## src/logic/ifd_map.svh

```systemverilog
// Purpose: Field positions, codes and cycle figures of the decoder
// Assumes: 16-bit program words, first word carries the whole format
// Notes:   Definitions only; included by bare name
`ifndef IFD_MAP_SVH
`define IFD_MAP_SVH
// ------------------------------------------------------------
// First-word field positions
// ------------------------------------------------------------
`define IFD_PMK_LSB      14     // Parallel transfer kind, 2 bits
`define IFD_EXT_LSB      12     // Extension word count, 2 bits
`define IFD_GRP_LSB      10     // Instruction group, 2 bits
`define IFD_OP_LSB       5      // Arithmetic operation, 5 bits
`define IFD_MODE_LSB     3      // Operand addressing mode, 2 bits
// ------------------------------------------------------------
// Field codes
// ------------------------------------------------------------
`define IFD_PMK_NONE     2'h0
`define IFD_PMK_SINGLE   2'h1
`define IFD_PMK_DUAL     2'h2
`define IFD_PMK_RSV      2'h3
`define IFD_GRP_ARITH    2'h0
`define IFD_GRP_LOGIC    2'h1
`define IFD_GRP_MEMORY   2'h2
`define IFD_GRP_FLOW     2'h3
`define IFD_MODE_REG     2'h0
`define IFD_MODE_IMM     2'h1
`define IFD_MODE_MEM     2'h2
`define IFD_MODE_RSV     2'h3
`define IFD_EXT_RSV      2'h3
`define IFD_OP_LAST      5'h1c  // Highest defined operation code
// ------------------------------------------------------------
// Widths, cycle figures and reset values
// ------------------------------------------------------------
`define IFD_ACC_W        6'h24  // Full accumulator, 36 bits
`define IFD_HALF_W       6'h10  // One word, 16 bits
`define IFD_BASE_CYC     3'h1   // Plain one-word instruction
`define IFD_MULTI_CYC    3'h1   // Added for any extension word
`define IFD_MEM_CYC      3'h1   // Added for memory operand
`define IFD_RST_WORD     16'h0000
`endif

```

## src/logic/ifd_pkg.sv

```systemverilog
// Purpose: Types shared by the instruction format decoder
// Assumes: Codes match ifd_map.svh
// Notes:   Types only; numbers live in the map header
package ifd_pkg;
  // ----------------------------------------------------------
  // Arithmetic operations
  // ----------------------------------------------------------
  typedef enum logic [4:0] {
    OP_ABS_VALUE = 5'h00, OP_ADD_WITH_CARRY = 5'h01, OP_ADD = 5'h02,
    OP_ARITH_SHIFT_LEFT_SINGLE = 5'h03, OP_ARITH_MULTIBIT_LEFT = 5'h04,
    OP_ARITH_SHIFT_RIGHT_SINGLE = 5'h05,
    OP_ARITH_SHIFT_RIGHT_ACCUMULATE = 5'h06, OP_ARITH_MULTIBIT_RIGHT = 5'h07,
    OP_CLEAR = 5'h08, OP_COMPARE = 5'h09, OP_LOWER_UPPER_WORD = 5'h0a,
    OP_QUOTIENT_ITERATION = 5'h0b, OP_INTEGER_MULTIPLY = 5'h0c,
    OP_INCREMENT_UPPER = 5'h0d, OP_MULT_ACCUMULATE = 5'h0e,
    OP_ROUNDED_MULT_ACCUMULATE = 5'h0f, OP_MIXED_SIGN_MULT_ACCUMULATE = 5'h10,
    OP_MULTIPLY = 5'h11, OP_ROUNDED_MULTIPLY = 5'h12,
    OP_MIXED_SIGN_MULTIPLY = 5'h13, OP_NEGATE = 5'h14,
    OP_LEADING_BIT_ALIGN = 5'h15, OP_ROUND = 5'h16,
    OP_SUBTRACT_WITH_CARRY = 5'h17, OP_SUBTRACT = 5'h18,
    OP_CONDITIONAL_TRANSFER = 5'h19, OP_TRANSFER = 5'h1a,
    OP_ACCUMULATOR_TEST = 5'h1b, OP_WORD_TEST = 5'h1c
  } ifd_op_t;
  // Sequencer states
  typedef enum logic [1:0] {
    ST_FETCH = 2'b00, ST_EXT = 2'b01, ST_WAIT = 2'b10
  } ifd_state_t;
  // Condition code update scope
  typedef enum logic [1:0] {
    CCR_NONE = 2'b00, CCR_PART = 2'b01, CCR_FULL = 2'b10
  } ifd_ccr_t;
  // ----------------------------------------------------------
  // Decoded instruction carrier
  // ----------------------------------------------------------
  typedef struct packed {
    ifd_op_t    op;         // Arithmetic operation
    logic [1:0] grp;        // Instruction group
    logic [1:0] pm_kind;    // Requested parallel transfer kind
    logic [1:0] mode;       // Operand addressing mode
    logic [1:0] len;        // Length in words, 1 to 3
    logic [2:0] cycles;     // Execution cycles
    logic       illegal;    // Encoding refused
    logic       pm_ok;      // Parallel transfer granted
    logic       core_bus_en; // Core global data bus used
    logic       sec_bus_en;  // Secondary X data bus used
    logic [1:0] agu_upd;    // Address register updates
    logic [5:0] acc_width;  // Operand width in bits
    logic       upper_only; // Only upper accumulator word touched
    logic       round_en;   // Result is rounded
    logic       mixed_sign; // One multiplier operand unsigned
    ifd_ccr_t   ccr;        // Condition code scope
  } ifd_decode_t;
endpackage

```

## src/logic/ifd_decoder.sv

```systemverilog
// Purpose: Instruction length and arithmetic/parallel-move decode
// Assumes: Program memory on the same clock, valid/ready handshake
// Notes:   One decoded instruction per issue pulse
//
// Contract
// (RULE_01) Accept one, two or three words
// (RULE_02) Length and operation from first word
// (RULE_03) Multi-word adds one execution cycle
// (RULE_04) ALU op plus two transfers, one cycle
// (RULE_05) Fetch next word while executing
// (RULE_06) Memory, logical, flow ops: no transfers
// (RULE_07) Arithmetic updates some or all codes; the two transfer ops here update none
// (RULE_08) Register operands use no data bus
// (RULE_09) Transfers use both buses during op
// (RULE_10) Memory operand mode adds cycles
// (RULE_11) Listed operations refuse parallel transfers
// (RULE_12) Single-bit shifts use 36 bits
// (RULE_13) Word test 16, accumulator test 36
// (RULE_14) Increment/decrement touch upper word only
// (RULE_15) Rounded and mixed-sign multiply variants
// (RULE_16) Single move: one transfer, one cycle
// (RULE_17) Dual read: two X reads, one cycle
// (RULE_18) Transfers only with ALU operations
// (RULE_19) Bad pairing illegal, transfer not issued
// (RULE_20) Stall fetch until extension words read
`include "ifd_map.svh"
`timescale 1ns/1ps
`default_nettype none
module ifd_decoder
  import ifd_pkg::*;
#(
  parameter int WORD_W = 16  // Program word width
)(
  // Clock and reset
  input  wire logic              clk,
  input  wire logic              rst_n,
  // Program memory words
  input  wire logic [WORD_W-1:0] program_data_bus_word,
  input  wire logic              program_data_bus_valid,
  output logic                   program_data_bus_ready,
  // Decoded instruction
  output logic                   issue,
  output ifd_decode_t            decode,
  output logic [1:0][WORD_W-1:0] ext_words,
  // Bus strobes with the issue
  output logic                   core_global_data_bus_go,
  output logic                   secondary_x_data_bus_go
);
  // ----------------------------------------------------------
  // Elaboration check
  // ----------------------------------------------------------
  if (WORD_W != 16) begin : g_bad_width
    $error("ifd_decoder serves 16-bit program words only");
  end

  // ----------------------------------------------------------
  // Declarations
  // ----------------------------------------------------------
  ifd_state_t            state_q;      // Sequencer state
  ifd_decode_t           decode_q;     // Held decode
  ifd_decode_t           decode_d;     // Decode of current word
  logic [1:0][WORD_W-1:0] ext_q;       // Extension words
  logic                  ext_idx_q;    // Next extension slot
  logic [1:0]            ext_left_q;   // Extension words still due
  logic [1:0]            wait_left_q;  // Extra cycles still due
  logic                  issue_q;      // Issue pulse
  logic                  core_go_q;    // Primary bus strobe
  logic                  sec_go_q;     // Secondary bus strobe
  logic [1:0]            pmk;          // Raw fields of first word
  logic [1:0]            ext_raw;
  logic [1:0]            ext_n;        // Extension count, sanitised
  logic [1:0]            grp;
  logic [1:0]            mode;
  logic [4:0]            op_raw;
  logic                  op_ok;        // Defined operation code
  logic                  pm_allow;     // Operation permits transfers
  logic                  is_arith;
  logic                  mem_op;       // Arithmetic with memory operand
  logic [1:0]            wait_n;       // Extra cycles for this word
  logic                  accept;       // Word taken this cycle

  assign accept                  = program_data_bus_valid & program_data_bus_ready;
  assign issue                   = issue_q;
  assign decode                  = decode_q;
  assign ext_words               = ext_q;
  assign core_global_data_bus_go = core_go_q;
  assign secondary_x_data_bus_go = sec_go_q;

  // ----------------------------------------------------------
  // First-word field split
  // ----------------------------------------------------------
  // Everything below looks at this word only
  assign pmk      = program_data_bus_word[`IFD_PMK_LSB +: 2];  // RULE_02
  assign ext_raw  = program_data_bus_word[`IFD_EXT_LSB +: 2];
  assign grp      = program_data_bus_word[`IFD_GRP_LSB +: 2];
  assign mode     = program_data_bus_word[`IFD_MODE_LSB +: 2];
  assign op_raw   = program_data_bus_word[`IFD_OP_LSB +: 5];
  // Reserved count fetched as one word so the stream stays aligned
  assign ext_n    = (ext_raw == `IFD_EXT_RSV) ? 2'h0 : ext_raw;  // RULE_01
  assign is_arith = (grp == `IFD_GRP_ARITH);
  assign op_ok    = !is_arith || (op_raw <= `IFD_OP_LAST);
  assign mem_op   = is_arith && (mode == `IFD_MODE_MEM);
  assign wait_n   = {1'b0, ext_n != 2'h0} + {1'b0, mem_op};  // RULE_03 RULE_10

  // ----------------------------------------------------------
  // Operations that refuse parallel transfers
  // ----------------------------------------------------------
  always_comb
  begin
    unique case (ifd_op_t'(op_raw))
      OP_ADD_WITH_CARRY, OP_SUBTRACT_WITH_CARRY, OP_ARITH_MULTIBIT_LEFT,
      OP_ARITH_MULTIBIT_RIGHT, OP_ARITH_SHIFT_RIGHT_ACCUMULATE,
      OP_QUOTIENT_ITERATION, OP_INTEGER_MULTIPLY,
      OP_MIXED_SIGN_MULT_ACCUMULATE, OP_MIXED_SIGN_MULTIPLY,
      OP_LEADING_BIT_ALIGN, OP_CONDITIONAL_TRANSFER, OP_WORD_TEST:
        pm_allow = 1'b0;  // RULE_11
      default:
        pm_allow = op_ok;  // Undefined codes never permit
    endcase
  end

  // ----------------------------------------------------------
  // Combinational decode of the first word
  // ----------------------------------------------------------
  always_comb
  begin
    decode_d         = '0;
    decode_d.op      = ifd_op_t'(op_raw);
    decode_d.grp     = grp;
    decode_d.pm_kind = pmk;
    decode_d.mode    = mode;
    decode_d.len     = ext_n + 2'h1;  // RULE_01
    decode_d.cycles  = `IFD_BASE_CYC + {1'b0, wait_n};  // RULE_03 RULE_10
    // Transfers only beside a register-direct ALU operation
    decode_d.pm_ok   = (pmk == `IFD_PMK_SINGLE || pmk == `IFD_PMK_DUAL) &&
                       is_arith && pm_allow && (mode == `IFD_MODE_REG);  // RULE_06 RULE_18
    // Any refused pairing or reserved field marks the word illegal
    decode_d.illegal = ((pmk != `IFD_PMK_NONE) && !decode_d.pm_ok) ||
                       (ext_raw == `IFD_EXT_RSV) || !op_ok ||
                       (mode == `IFD_MODE_RSV);  // RULE_19
    // Register operands leave both buses to the transfers
    decode_d.core_bus_en = decode_d.pm_ok || (mem_op && !decode_d.illegal);  // RULE_08 RULE_09
    decode_d.sec_bus_en  = decode_d.pm_ok && (pmk == `IFD_PMK_DUAL);  // RULE_09 RULE_17
    // One address update per transfer
    decode_d.agu_upd = !decode_d.pm_ok ? 2'h0 :
                       (pmk == `IFD_PMK_DUAL) ? 2'h2 : 2'h1;  // RULE_04 RULE_16
    if (is_arith && op_ok)
    begin
      decode_d.acc_width = `IFD_ACC_W;  // RULE_12 RULE_13
      decode_d.ccr       = CCR_FULL;  // RULE_07
      unique case (ifd_op_t'(op_raw))
        OP_WORD_TEST:
        begin
          decode_d.acc_width = `IFD_HALF_W;  // RULE_13
          decode_d.ccr       = CCR_PART;  // RULE_07
        end
        OP_LOWER_UPPER_WORD, OP_INCREMENT_UPPER:
        begin
          decode_d.acc_width  = `IFD_HALF_W;  // RULE_14
          decode_d.upper_only = 1'b1;  // RULE_14
          decode_d.ccr        = CCR_PART;  // RULE_07
        end
        OP_ROUNDED_MULT_ACCUMULATE, OP_ROUNDED_MULTIPLY, OP_ROUND:
          decode_d.round_en = 1'b1;  // RULE_15
        OP_MIXED_SIGN_MULT_ACCUMULATE, OP_MIXED_SIGN_MULTIPLY:
          decode_d.mixed_sign = 1'b1;  // RULE_15
        OP_TRANSFER, OP_CONDITIONAL_TRANSFER:
          decode_d.ccr = CCR_NONE;  // RULE_07
        default:
          decode_d.ccr = CCR_FULL;
      endcase
    end
    else if (grp == `IFD_GRP_LOGIC)
    begin
      decode_d.ccr = CCR_FULL;  // Logical ops still set codes
    end
  end

  // ----------------------------------------------------------
  // Fetch handshake
  // ----------------------------------------------------------
  // Ready while decoding a new word, so fetch overlaps execution;
  // low in the wait state so the next decode stalls
  assign program_data_bus_ready = (state_q != ST_WAIT);  // RULE_05 RULE_20

  // ----------------------------------------------------------
  // Sequencer
  // ----------------------------------------------------------
  always_ff @(posedge clk or negedge rst_n)
  begin
    if (!rst_n)
    begin
      state_q     <= ST_FETCH;
      ext_left_q  <= 2'h0;
      wait_left_q <= 2'h0;
      ext_idx_q   <= 1'b0;
      issue_q     <= 1'b0;
    end
    else
    begin
      issue_q <= 1'b0;
      unique case (state_q)
        ST_FETCH:
          if (accept)
          begin
            ext_idx_q   <= 1'b0;
            ext_left_q  <= ext_n;
            wait_left_q <= wait_n;
            if (ext_n != 2'h0)
              state_q <= ST_EXT;  // RULE_01 RULE_20
            else if (wait_n != 2'h0)
              state_q <= ST_WAIT;  // RULE_10
            else
              issue_q <= 1'b1;  // RULE_04 RULE_16 RULE_17
          end
        ST_EXT:
          if (accept)
          begin
            ext_idx_q  <= 1'b1;
            ext_left_q <= ext_left_q - 2'h1;
            if (ext_left_q == 2'h1)
              state_q <= ST_WAIT;  // RULE_03
          end
        ST_WAIT:
        begin
          wait_left_q <= wait_left_q - 2'h1;
          if (wait_left_q == 2'h1)
          begin
            state_q <= ST_FETCH;
            issue_q <= 1'b1;
          end
        end
        default:
          state_q <= ST_FETCH;  // Unused code recovers
      endcase
    end
  end

  // ----------------------------------------------------------
  // Decode and extension word storage
  // ----------------------------------------------------------
  always_ff @(posedge clk or negedge rst_n)
  begin
    if (!rst_n)
    begin
      decode_q <= '0;
      ext_q    <= {`IFD_RST_WORD, `IFD_RST_WORD};
    end
    else if (accept && state_q == ST_FETCH)
      decode_q <= decode_d;  // RULE_02
    else if (accept && state_q == ST_EXT)
      ext_q[ext_idx_q] <= program_data_bus_word;  // RULE_01
  end

  // ----------------------------------------------------------
  // Bus strobes, raised with the issue when a transfer is granted or a memory operand is read
  // ----------------------------------------------------------
  // Refused pairings carry no enables; a reserved extension count still moves a granted transfer
  always_ff @(posedge clk or negedge rst_n)
  begin
    if (!rst_n)
    begin
      core_go_q <= 1'b0;
      sec_go_q  <= 1'b0;
    end
    else
    begin
      core_go_q <= (state_q == ST_FETCH && accept && ext_n == 2'h0 && wait_n == 2'h0)
                   ? decode_d.core_bus_en
                   : (state_q == ST_WAIT && wait_left_q == 2'h1) && decode_q.core_bus_en;  // RULE_09
      sec_go_q  <= (state_q == ST_FETCH && accept && ext_n == 2'h0 && wait_n == 2'h0)
                   ? decode_d.sec_bus_en
                   : (state_q == ST_WAIT && wait_left_q == 2'h1) && decode_q.sec_bus_en;  // RULE_09
    end
  end
endmodule
`default_nettype wire

```

## config.mk

```make
export PLATFORM = sky130hd
export DESIGN_NAME = ifd_decoder
export DESIGN_NICKNAME = d
export VERILOG_FILES = /design/src/logic/ifd_pkg.sv /design/src/logic/ifd_decoder.sv
export VERILOG_INCLUDE_DIRS = /design/src /design/src/logic
export SDC_FILE = /design/constraint.sdc
export NUM_CORES = 1
export LEC_CHECK = 0
export BUFFER_PORTS_ARGS = -buffer_cell sky130_fd_sc_hd__buf_2
export CAP_MARGIN = 30
export CORE_MARGIN = 8
export CORE_UTILIZATION = 54
export CTS_BUF_LIST = sky130_fd_sc_hd__clkbuf_4
export CTS_CLUSTER_SIZE = 24
export DETAILED_ROUTE_END_ITERATION = 16
export HOLD_SLACK_MARGIN = 0.02
export PLACE_DENSITY = 0.86
export SYNTH_ARGS = -nofsm -noshare
export SYNTH_HDL_FRONTEND = slang
export SYNTH_SLANG_ARGS = --single-unit
```

## constraint.sdc

```tcl
create_clock -name clk -period 1.7 [get_ports clk]
set_input_delay 0.17 -clock clk [delete_from_list [all_inputs] [get_ports clk]]
set_output_delay 0.17 -clock clk [all_outputs]
set_load 0.005 [all_outputs]
```

# Word-level counts from Yosys, hierarchy flattened
# Cells that the tools add are included.
# totals
regBits	75
in_bits	19
out_inout_bits	69
wordCells	152
# classes
n_addsub	5
magnitude_cmp	3
eq_ne	34
mux	37
n_bitwise	2
n_reduce_logical	46
# op_table
operator	n
$eq A5 B5 Y1 const B	9
$bwmux W32	1
$mux W2	14
$eq A5 B4 Y1 const B	5
$demux W16 S1	1
$logic_and A1 B1 Y1	16
$mux W16	1
$eq A5 B3 Y1 const B	3
$mux W1	12
$pmux W2 S2	3
$reduce_or A12 Y1	1
$eq A2 B1 Y1 const B	5
$eq A2 B2 Y1 const B	5
$logic_not A2 Y1	5
$reduce_bool A2 Y1	5
$mux W9	1
$ne A2 B2 Y1 const B	4
$logic_or A1 B1 Y1	6
$mux W6	1
$pmux W2 S3	1
$reduce_or A2 Y1	3
$reduce_or A3 Y1	2
$eq A5 B1 Y1 const B	1
$le A5 B5 Y1 const B	1
15 further kinds	21

# Longest topological paths before layout
# logic_depth
word_depth	15
mapped_depth	7
depth_no_buf	7

# Worst setup path after synthesis
# No wires, ideal clock.
# synth_path
path_type	register -> register
startpoint	register state_q[1]
endpoint	register ext_q (netlist bit ext_words[10])
setup_time_ps	125
t_arrival_ps	1360
t_required_ps	1575
path_slack_ps	215
stages_incl_launch_ff	6
n_path_buf	1
synth_period_minus_slack_ps	1485
cell_sequence	dfrtp_1 nor2b_1 nand2_1 nor2_4 buf_4 mux2_2
# synth_via
elab_chain_cells	5
elab_cells_between_ends	8
classes_between	eq/ne (2); bitwise (2); reduce/logical (4)
# synth_lines
item	line_no	source
from (decl)	ifd_decoder.sv:59	ifd_state_t state_q;
from (signal assigned)	ifd_decoder.sv:193	state_q <= ST_FETCH;
from (signal assigned)	ifd_decoder.sv:210	state_q <= ST_EXT;
from (signal assigned)	ifd_decoder.sv:212	state_q <= ST_WAIT;
$ne A2 B2 Y1	ifd_decoder.sv:184	assign program_data_bus_ready = (state_q != ST_WAIT);
$and A1 B1 Y1	ifd_decoder.sv:82	assign accept = program_data_bus_valid & program_data_bus_ready;
$logic_and A1 B1 Y1	ifd_decoder.sv:249	else if (accept && state_q == ST_FETCH)
$not A1 Y1 (no line)	--	
$reduce_and A2 Y1 (no line) *	--	
to (signal assigned)	ifd_decoder.sv:247	ext_q <= {`IFD_RST_WORD, `IFD_RST_WORD};
to (signal, indexed assignment)	ifd_decoder.sv:252	ext_q[ext_idx_q] <= program_data_bus_word;
to (decl)	ifd_decoder.sv:62	logic [1:0][WORD_W-1:0] ext_q;
# Every way passes the cells marked *; elsewhere a longest branch is shown, timed or not.
# A chain may end at the register's enable or synchronous reset.

# Worst setup path after layout
# layout_path
startpoint	register state_q[1]
endpoint	register ext_q (netlist bit ext_words[2])
# Same word-level chain as after synthesis.

==> results list <==
* Number of stages on the worst hold path: 2
- Iteration-0 DRC count of the detailed router: 176
* Count of antenna-violating nets left after detailed routing: 0
- Height of the chip: 92.3 um
* Launching element of the worst setup path: state_q[1]
- The count of endpoints failing hold in the final timing report came to 0.
- Post-synthesis area per instance: 10.7 um2
- At the end of the flow the core is filled with cells to 0.696.
- Between clock sinks in the finished design, the worst skew comes to around 0.017 ns.
- The endpoint identified for the worst register-to-register timing path is ext_words[2].
* Count of unresolved DRC violations after routing: 0
- From left edge to right edge, the die measures 92.3 um.
- Type of origin of the critical path: flop
- Data on the critical path arrives at its endpoint at 1.89 ns.
* Number of diodes: 0
* Crit path capture: ext_words[2]
* Number of vias after detailed routing: 2489
* GPL Wtd Cong: 0.852
* Number of library cell types mapped by synthesis: 42
- Clock tree from TritonCTS: built
- The tightest hold path in the finished design has a slack of 0.0497 ns.
- After filler insertion, the fill cell instance count of the layout stands at 414.
- In the routed layout, each cell is associated on average with a via count of 5.34.
- Top-level port count: 88
- Synth warnings: 0
- The die covers 8520 um2.
* Cell area after placement: 3700 um2
- For this run, the total global-route usage over all layers was measured as 0.195.
* Number of antenna violations at the first check in global routing: 0
- Clock-pin slew was measured on the worst setup and hold paths at 0.11 ns.
- Final Cycle Share: 0.938
- For the worst-skew pair, the clock arrives at the later sink with an insertion delay of around 0.41 ns.
* Logic depth of the worst setup path including buffers: 5
- In this run the critical register-to-register path is launched from state_q[1].
- Overall Power: 5.56 mW
* Level count of the clock H-tree: 3
* Proportion of synthesized chip area in sequential cells: 0.557
- In this run, CTS created clock tree buffers numbering 9.
- Compared with the post-synthesis result, the final layout area differs by 23.4%.
- Flip-flop and latch count after synthesis: 70
* Number of cells on the worst reg-to-reg path: 5
* Row count: 27
- Port buffering added 84 buffers.
- The routed design could run at a clock period as short as 1.59 ns.
* Clk sinks: 70
- In the final layout, the share of cells above drive strength 1 is 0.368.
- Setup total negative slack on the finished layout was measured at 0 ns.
- Number of setup violations in the final report: 0
* Post-synthesis instance area: between 3000 and 4000 um2
- In this run the worst hold path is classified as in2reg.
- Slew Limit Headroom: 0.613
- Dividing the detail-routed wire length by the instance count gives between 15 and 20 um.
- The first TritonRoute pass finished after 4 iterations.
* CTS Buffer Depth: 2
- Entering global routing, the biggest net connects 30 pins.
- Worst setup path category: reg2reg
- At the worst endpoint, the required time is 2.00 ns.
* EDFF count, synth: 0
* Proportion of synthesized flip-flops having asynchronous set or reset: 1.00
* Count of max-cap constraint violations: 0
- Clock root buffer master: sky130_fd_sc_hd__clkbuf_4
* Final design area excluding fillers: 3880 um2
- Buffer and inverter count on the worst path: 1
- For this run the aggregate overflow at the end of global routing stands at 0.
- Crit path largest cell delay: 0.42 ns
- Status: complete, no violations
- The first global-routing pass estimated 13200 um of wire.
* Placed wire-length estimate after detailed placement: between 5000 and 6000 um
* Worst Setup End Kind: flop
* Via count of the first global-routing pass: 2676
- Power density normalized to cell area: about 1400 nW/um2
* Max Slew Vio Count: 0
- For the pin with the worst max-slew slack, the measured transition is 0.580 ns.
- Final Routed Wirelength: between 7000 and 8000 um
* Count of mapped cells out of synthesis: 293
* Total core area: about 5600 um2
* Post-CTS Setup Inserts: 0
- Across the VDD grid, the largest voltage drop is 1050 uV.
- Timing would allow up to between 0.6 and 0.7 GHz.
- Top_reg_cell synth: sky130_fd_sc_hd__dfrtp_1
- Leak: 2.02 nW
* Starting density of the core: 0.564
* Setup slack, reg-to-reg: 0.11 ns
- Along the worst path, the maximum fanout reaches 7.
* Cell class contributing the biggest share of worst-path delay: simple AND/OR/NAND/NOR gates
- Traced cell by cell, the critical path runs through nor2b_1, nand2_1, nor2_4, buf_4, mux2_2.
* Net count reported at finish: 418
- Setup repair after global routing left no endpoint under its margin.
* CP max stage cell: sky130_fd_sc_hd__dfrtp_1
==> per-layer routing <==
layer | GRT usage | routed length [um] | vias up
li1 | - | - | 1190
met1 | 0.233 | 3200 | 1189
met2 | 0.307 | 3800 | 102
met3 | 0.0767 | 724 | 8
met4 | 0.0792 | 99 | 0
met5 | 0 | 0 | -
==> report_power, final <==
part	internal (mW)	leakage [nW]	switching, mW	total, mW
registers	2.32	0.891	0.376	2.69
logic	0.986	1.05	0.981	1.97
clock network	0.346	0.0711	0.553	0.899
==> logic make-up (layout without fill, tap and decap cells) <==
group,after synthesis,count (layout),share of synthesized area
multiplexers,28,28,0.0995
flip-flops,70,70,0.557
XOR/XNOR,1,1,0.00279
AO/OA/AOI/OAI,52,52,0.106
adder cells (fa/ha/maj),10,10,0.0398
other,1,3,0.00119
buffers and inverters,32,131,0.0517
AND/OR/NAND/NOR,99,99,0.142
==> state kept, by name, summed over array words and instances (netlist names) <==
signal                   cells
secondary_x_data_bus_go      1
ext_idx_q                    1
state_q                      2
wait_left_q                  2
issue                        1
core_global_data_bus_go      1
decode                      28
ext_words                   32
ext_left_q                   2
==> worst reg2reg max path, cell delays in order (launching register included) <==
cell and delay, ns:
sky130_fd_sc_hd__dfrtp_1 0.42, sky130_fd_sc_hd__nor2b_1 0.21, sky130_fd_sc_hd__nand2_1 0.14, sky130_fd_sc_hd__nor2_4 0.18
sky130_fd_sc_hd__buf_4 0.19, sky130_fd_sc_hd__mux2_2 0.36
==> how the worst min path moves through the flow <==
stage	startpoint	slack (ns)	endpoint
2_1_floorplan	rst_n	-0.13	core_global_data_bus_go
3_3_place_gp	rst_n	0.19	ext_words[22]
3_5_place_dp	rst_n	0.20	ext_words[22]
4_1_cts	program_data_bus_word[12]	0.02	ext_words[12]
5_1_grt	program_data_bus_word[15]	0.03	ext_words[15]
6_report	program_data_bus_word[15]	0.05	ext_words[15]
==> synthesized netlist by cell type (2+ instances only) <==
library cell / n / area share
sky130_fd_sc_hd__clkbuf_1: 6 / 0.0072
sky130_fd_sc_hd__nand2_1: 63 / 0.075
sky130_fd_sc_hd__buf_2: 7 / 0.011
sky130_fd_sc_hd__ha_1: 10 / 0.040
sky130_fd_sc_hd__dfrtp_1: 70 / 0.56
sky130_fd_sc_hd__o21ai_0: 23 / 0.037
sky130_fd_sc_hd__a21oi_1: 3 / 0.0048
sky130_fd_sc_hd__o31ai_1: 3 / 0.0072
sky130_fd_sc_hd__mux2i_1: 2 / 0.0064
sky130_fd_sc_hd__inv_1: 10 / 0.012
sky130_fd_sc_hd__a21o_1: 2 / 0.0048
sky130_fd_sc_hd__o21ai_1: 5 / 0.0080
sky130_fd_sc_hd__a31oi_1: 3 / 0.0060
sky130_fd_sc_hd__nor3_1: 3 / 0.0048
sky130_fd_sc_hd__o32ai_1: 2 / 0.0056
sky130_fd_sc_hd__nor2b_1: 2 / 0.0040
sky130_fd_sc_hd__nand3_1: 11 / 0.018
sky130_fd_sc_hd__o211ai_1: 2 / 0.0048
sky130_fd_sc_hd__nor2_1: 10 / 0.012
sky130_fd_sc_hd__mux2_2: 23 / 0.082
sky130_fd_sc_hd__nand2b_1: 3 / 0.0060
sky130_fd_sc_hd__nand4_1: 2 / 0.0040
sky130_fd_sc_hd__mux2_1: 3 / 0.011
sky130_fd_sc_hd__buf_4: 7 / 0.017
==> layout by cell type, fill, tap and decap left out, types with 2 or more instances in the layout <==
cell / n
sky130_fd_sc_hd__o21ai_0: 23
sky130_fd_sc_hd__o211ai_1: 2
sky130_fd_sc_hd__a21o_1: 2
sky130_fd_sc_hd__clkbuf_4: 12
sky130_fd_sc_hd__inv_1: 10
sky130_fd_sc_hd__a21oi_1: 3
sky130_fd_sc_hd__o32ai_1: 2
sky130_fd_sc_hd__nor2b_4: 2
sky130_fd_sc_hd__o21ai_1: 5
sky130_fd_sc_hd__nand2_1: 63
sky130_fd_sc_hd__nand4_1: 2
sky130_fd_sc_hd__nand2b_1: 3
sky130_fd_sc_hd__buf_4: 10
sky130_fd_sc_hd__conb_1: 3
sky130_fd_sc_hd__mux2i_1: 2
sky130_fd_sc_hd__clkinv_2: 3
sky130_fd_sc_hd__o31ai_1: 3
sky130_fd_sc_hd__dlygate4sd3_1: 6
sky130_fd_sc_hd__a31oi_1: 3
sky130_fd_sc_hd__dfrtp_1: 69
sky130_fd_sc_hd__nor2_1: 10
sky130_fd_sc_hd__mux2_2: 23
sky130_fd_sc_hd__ha_1: 10
sky130_fd_sc_hd__nand3_1: 11
sky130_fd_sc_hd__nor3_1: 3
sky130_fd_sc_hd__buf_2: 84
sky130_fd_sc_hd__buf_12: 4
sky130_fd_sc_hd__mux2_1: 3
==> final cells by class <==
cell class	count	area, um2	share of cell area
Clock buffer	12	90.1	0.0232
Inverter	11	41.3	0.0106
Tap cell	72	90.1	0.0232
Timing Repair Buffer	104	636	0.164
Sequential cell	70	1750	0.452
Clock inverter	4	23.8	0.00613
Multi-Input combinational cell	193	1240	0.321
==> metrics by stage <==
stage / instances / worst slack (ns)
global route: 466 / 0.00972
global placement: 444 / 0.153
detailed placement: 444 / 0.0908
finish: 466 / 0.106
CTS: 465 / 0.0338
floorplan: 295 / 0.215
==> repair_timing <==
action                                  in CTS  in global routing
resized for setup                            1                  2
hold buffers                                 5                  1
endpoints found under the hold margin       27                  1
endpoints found under the setup margin       1                  2
Power figures use the tool's default switching activity.
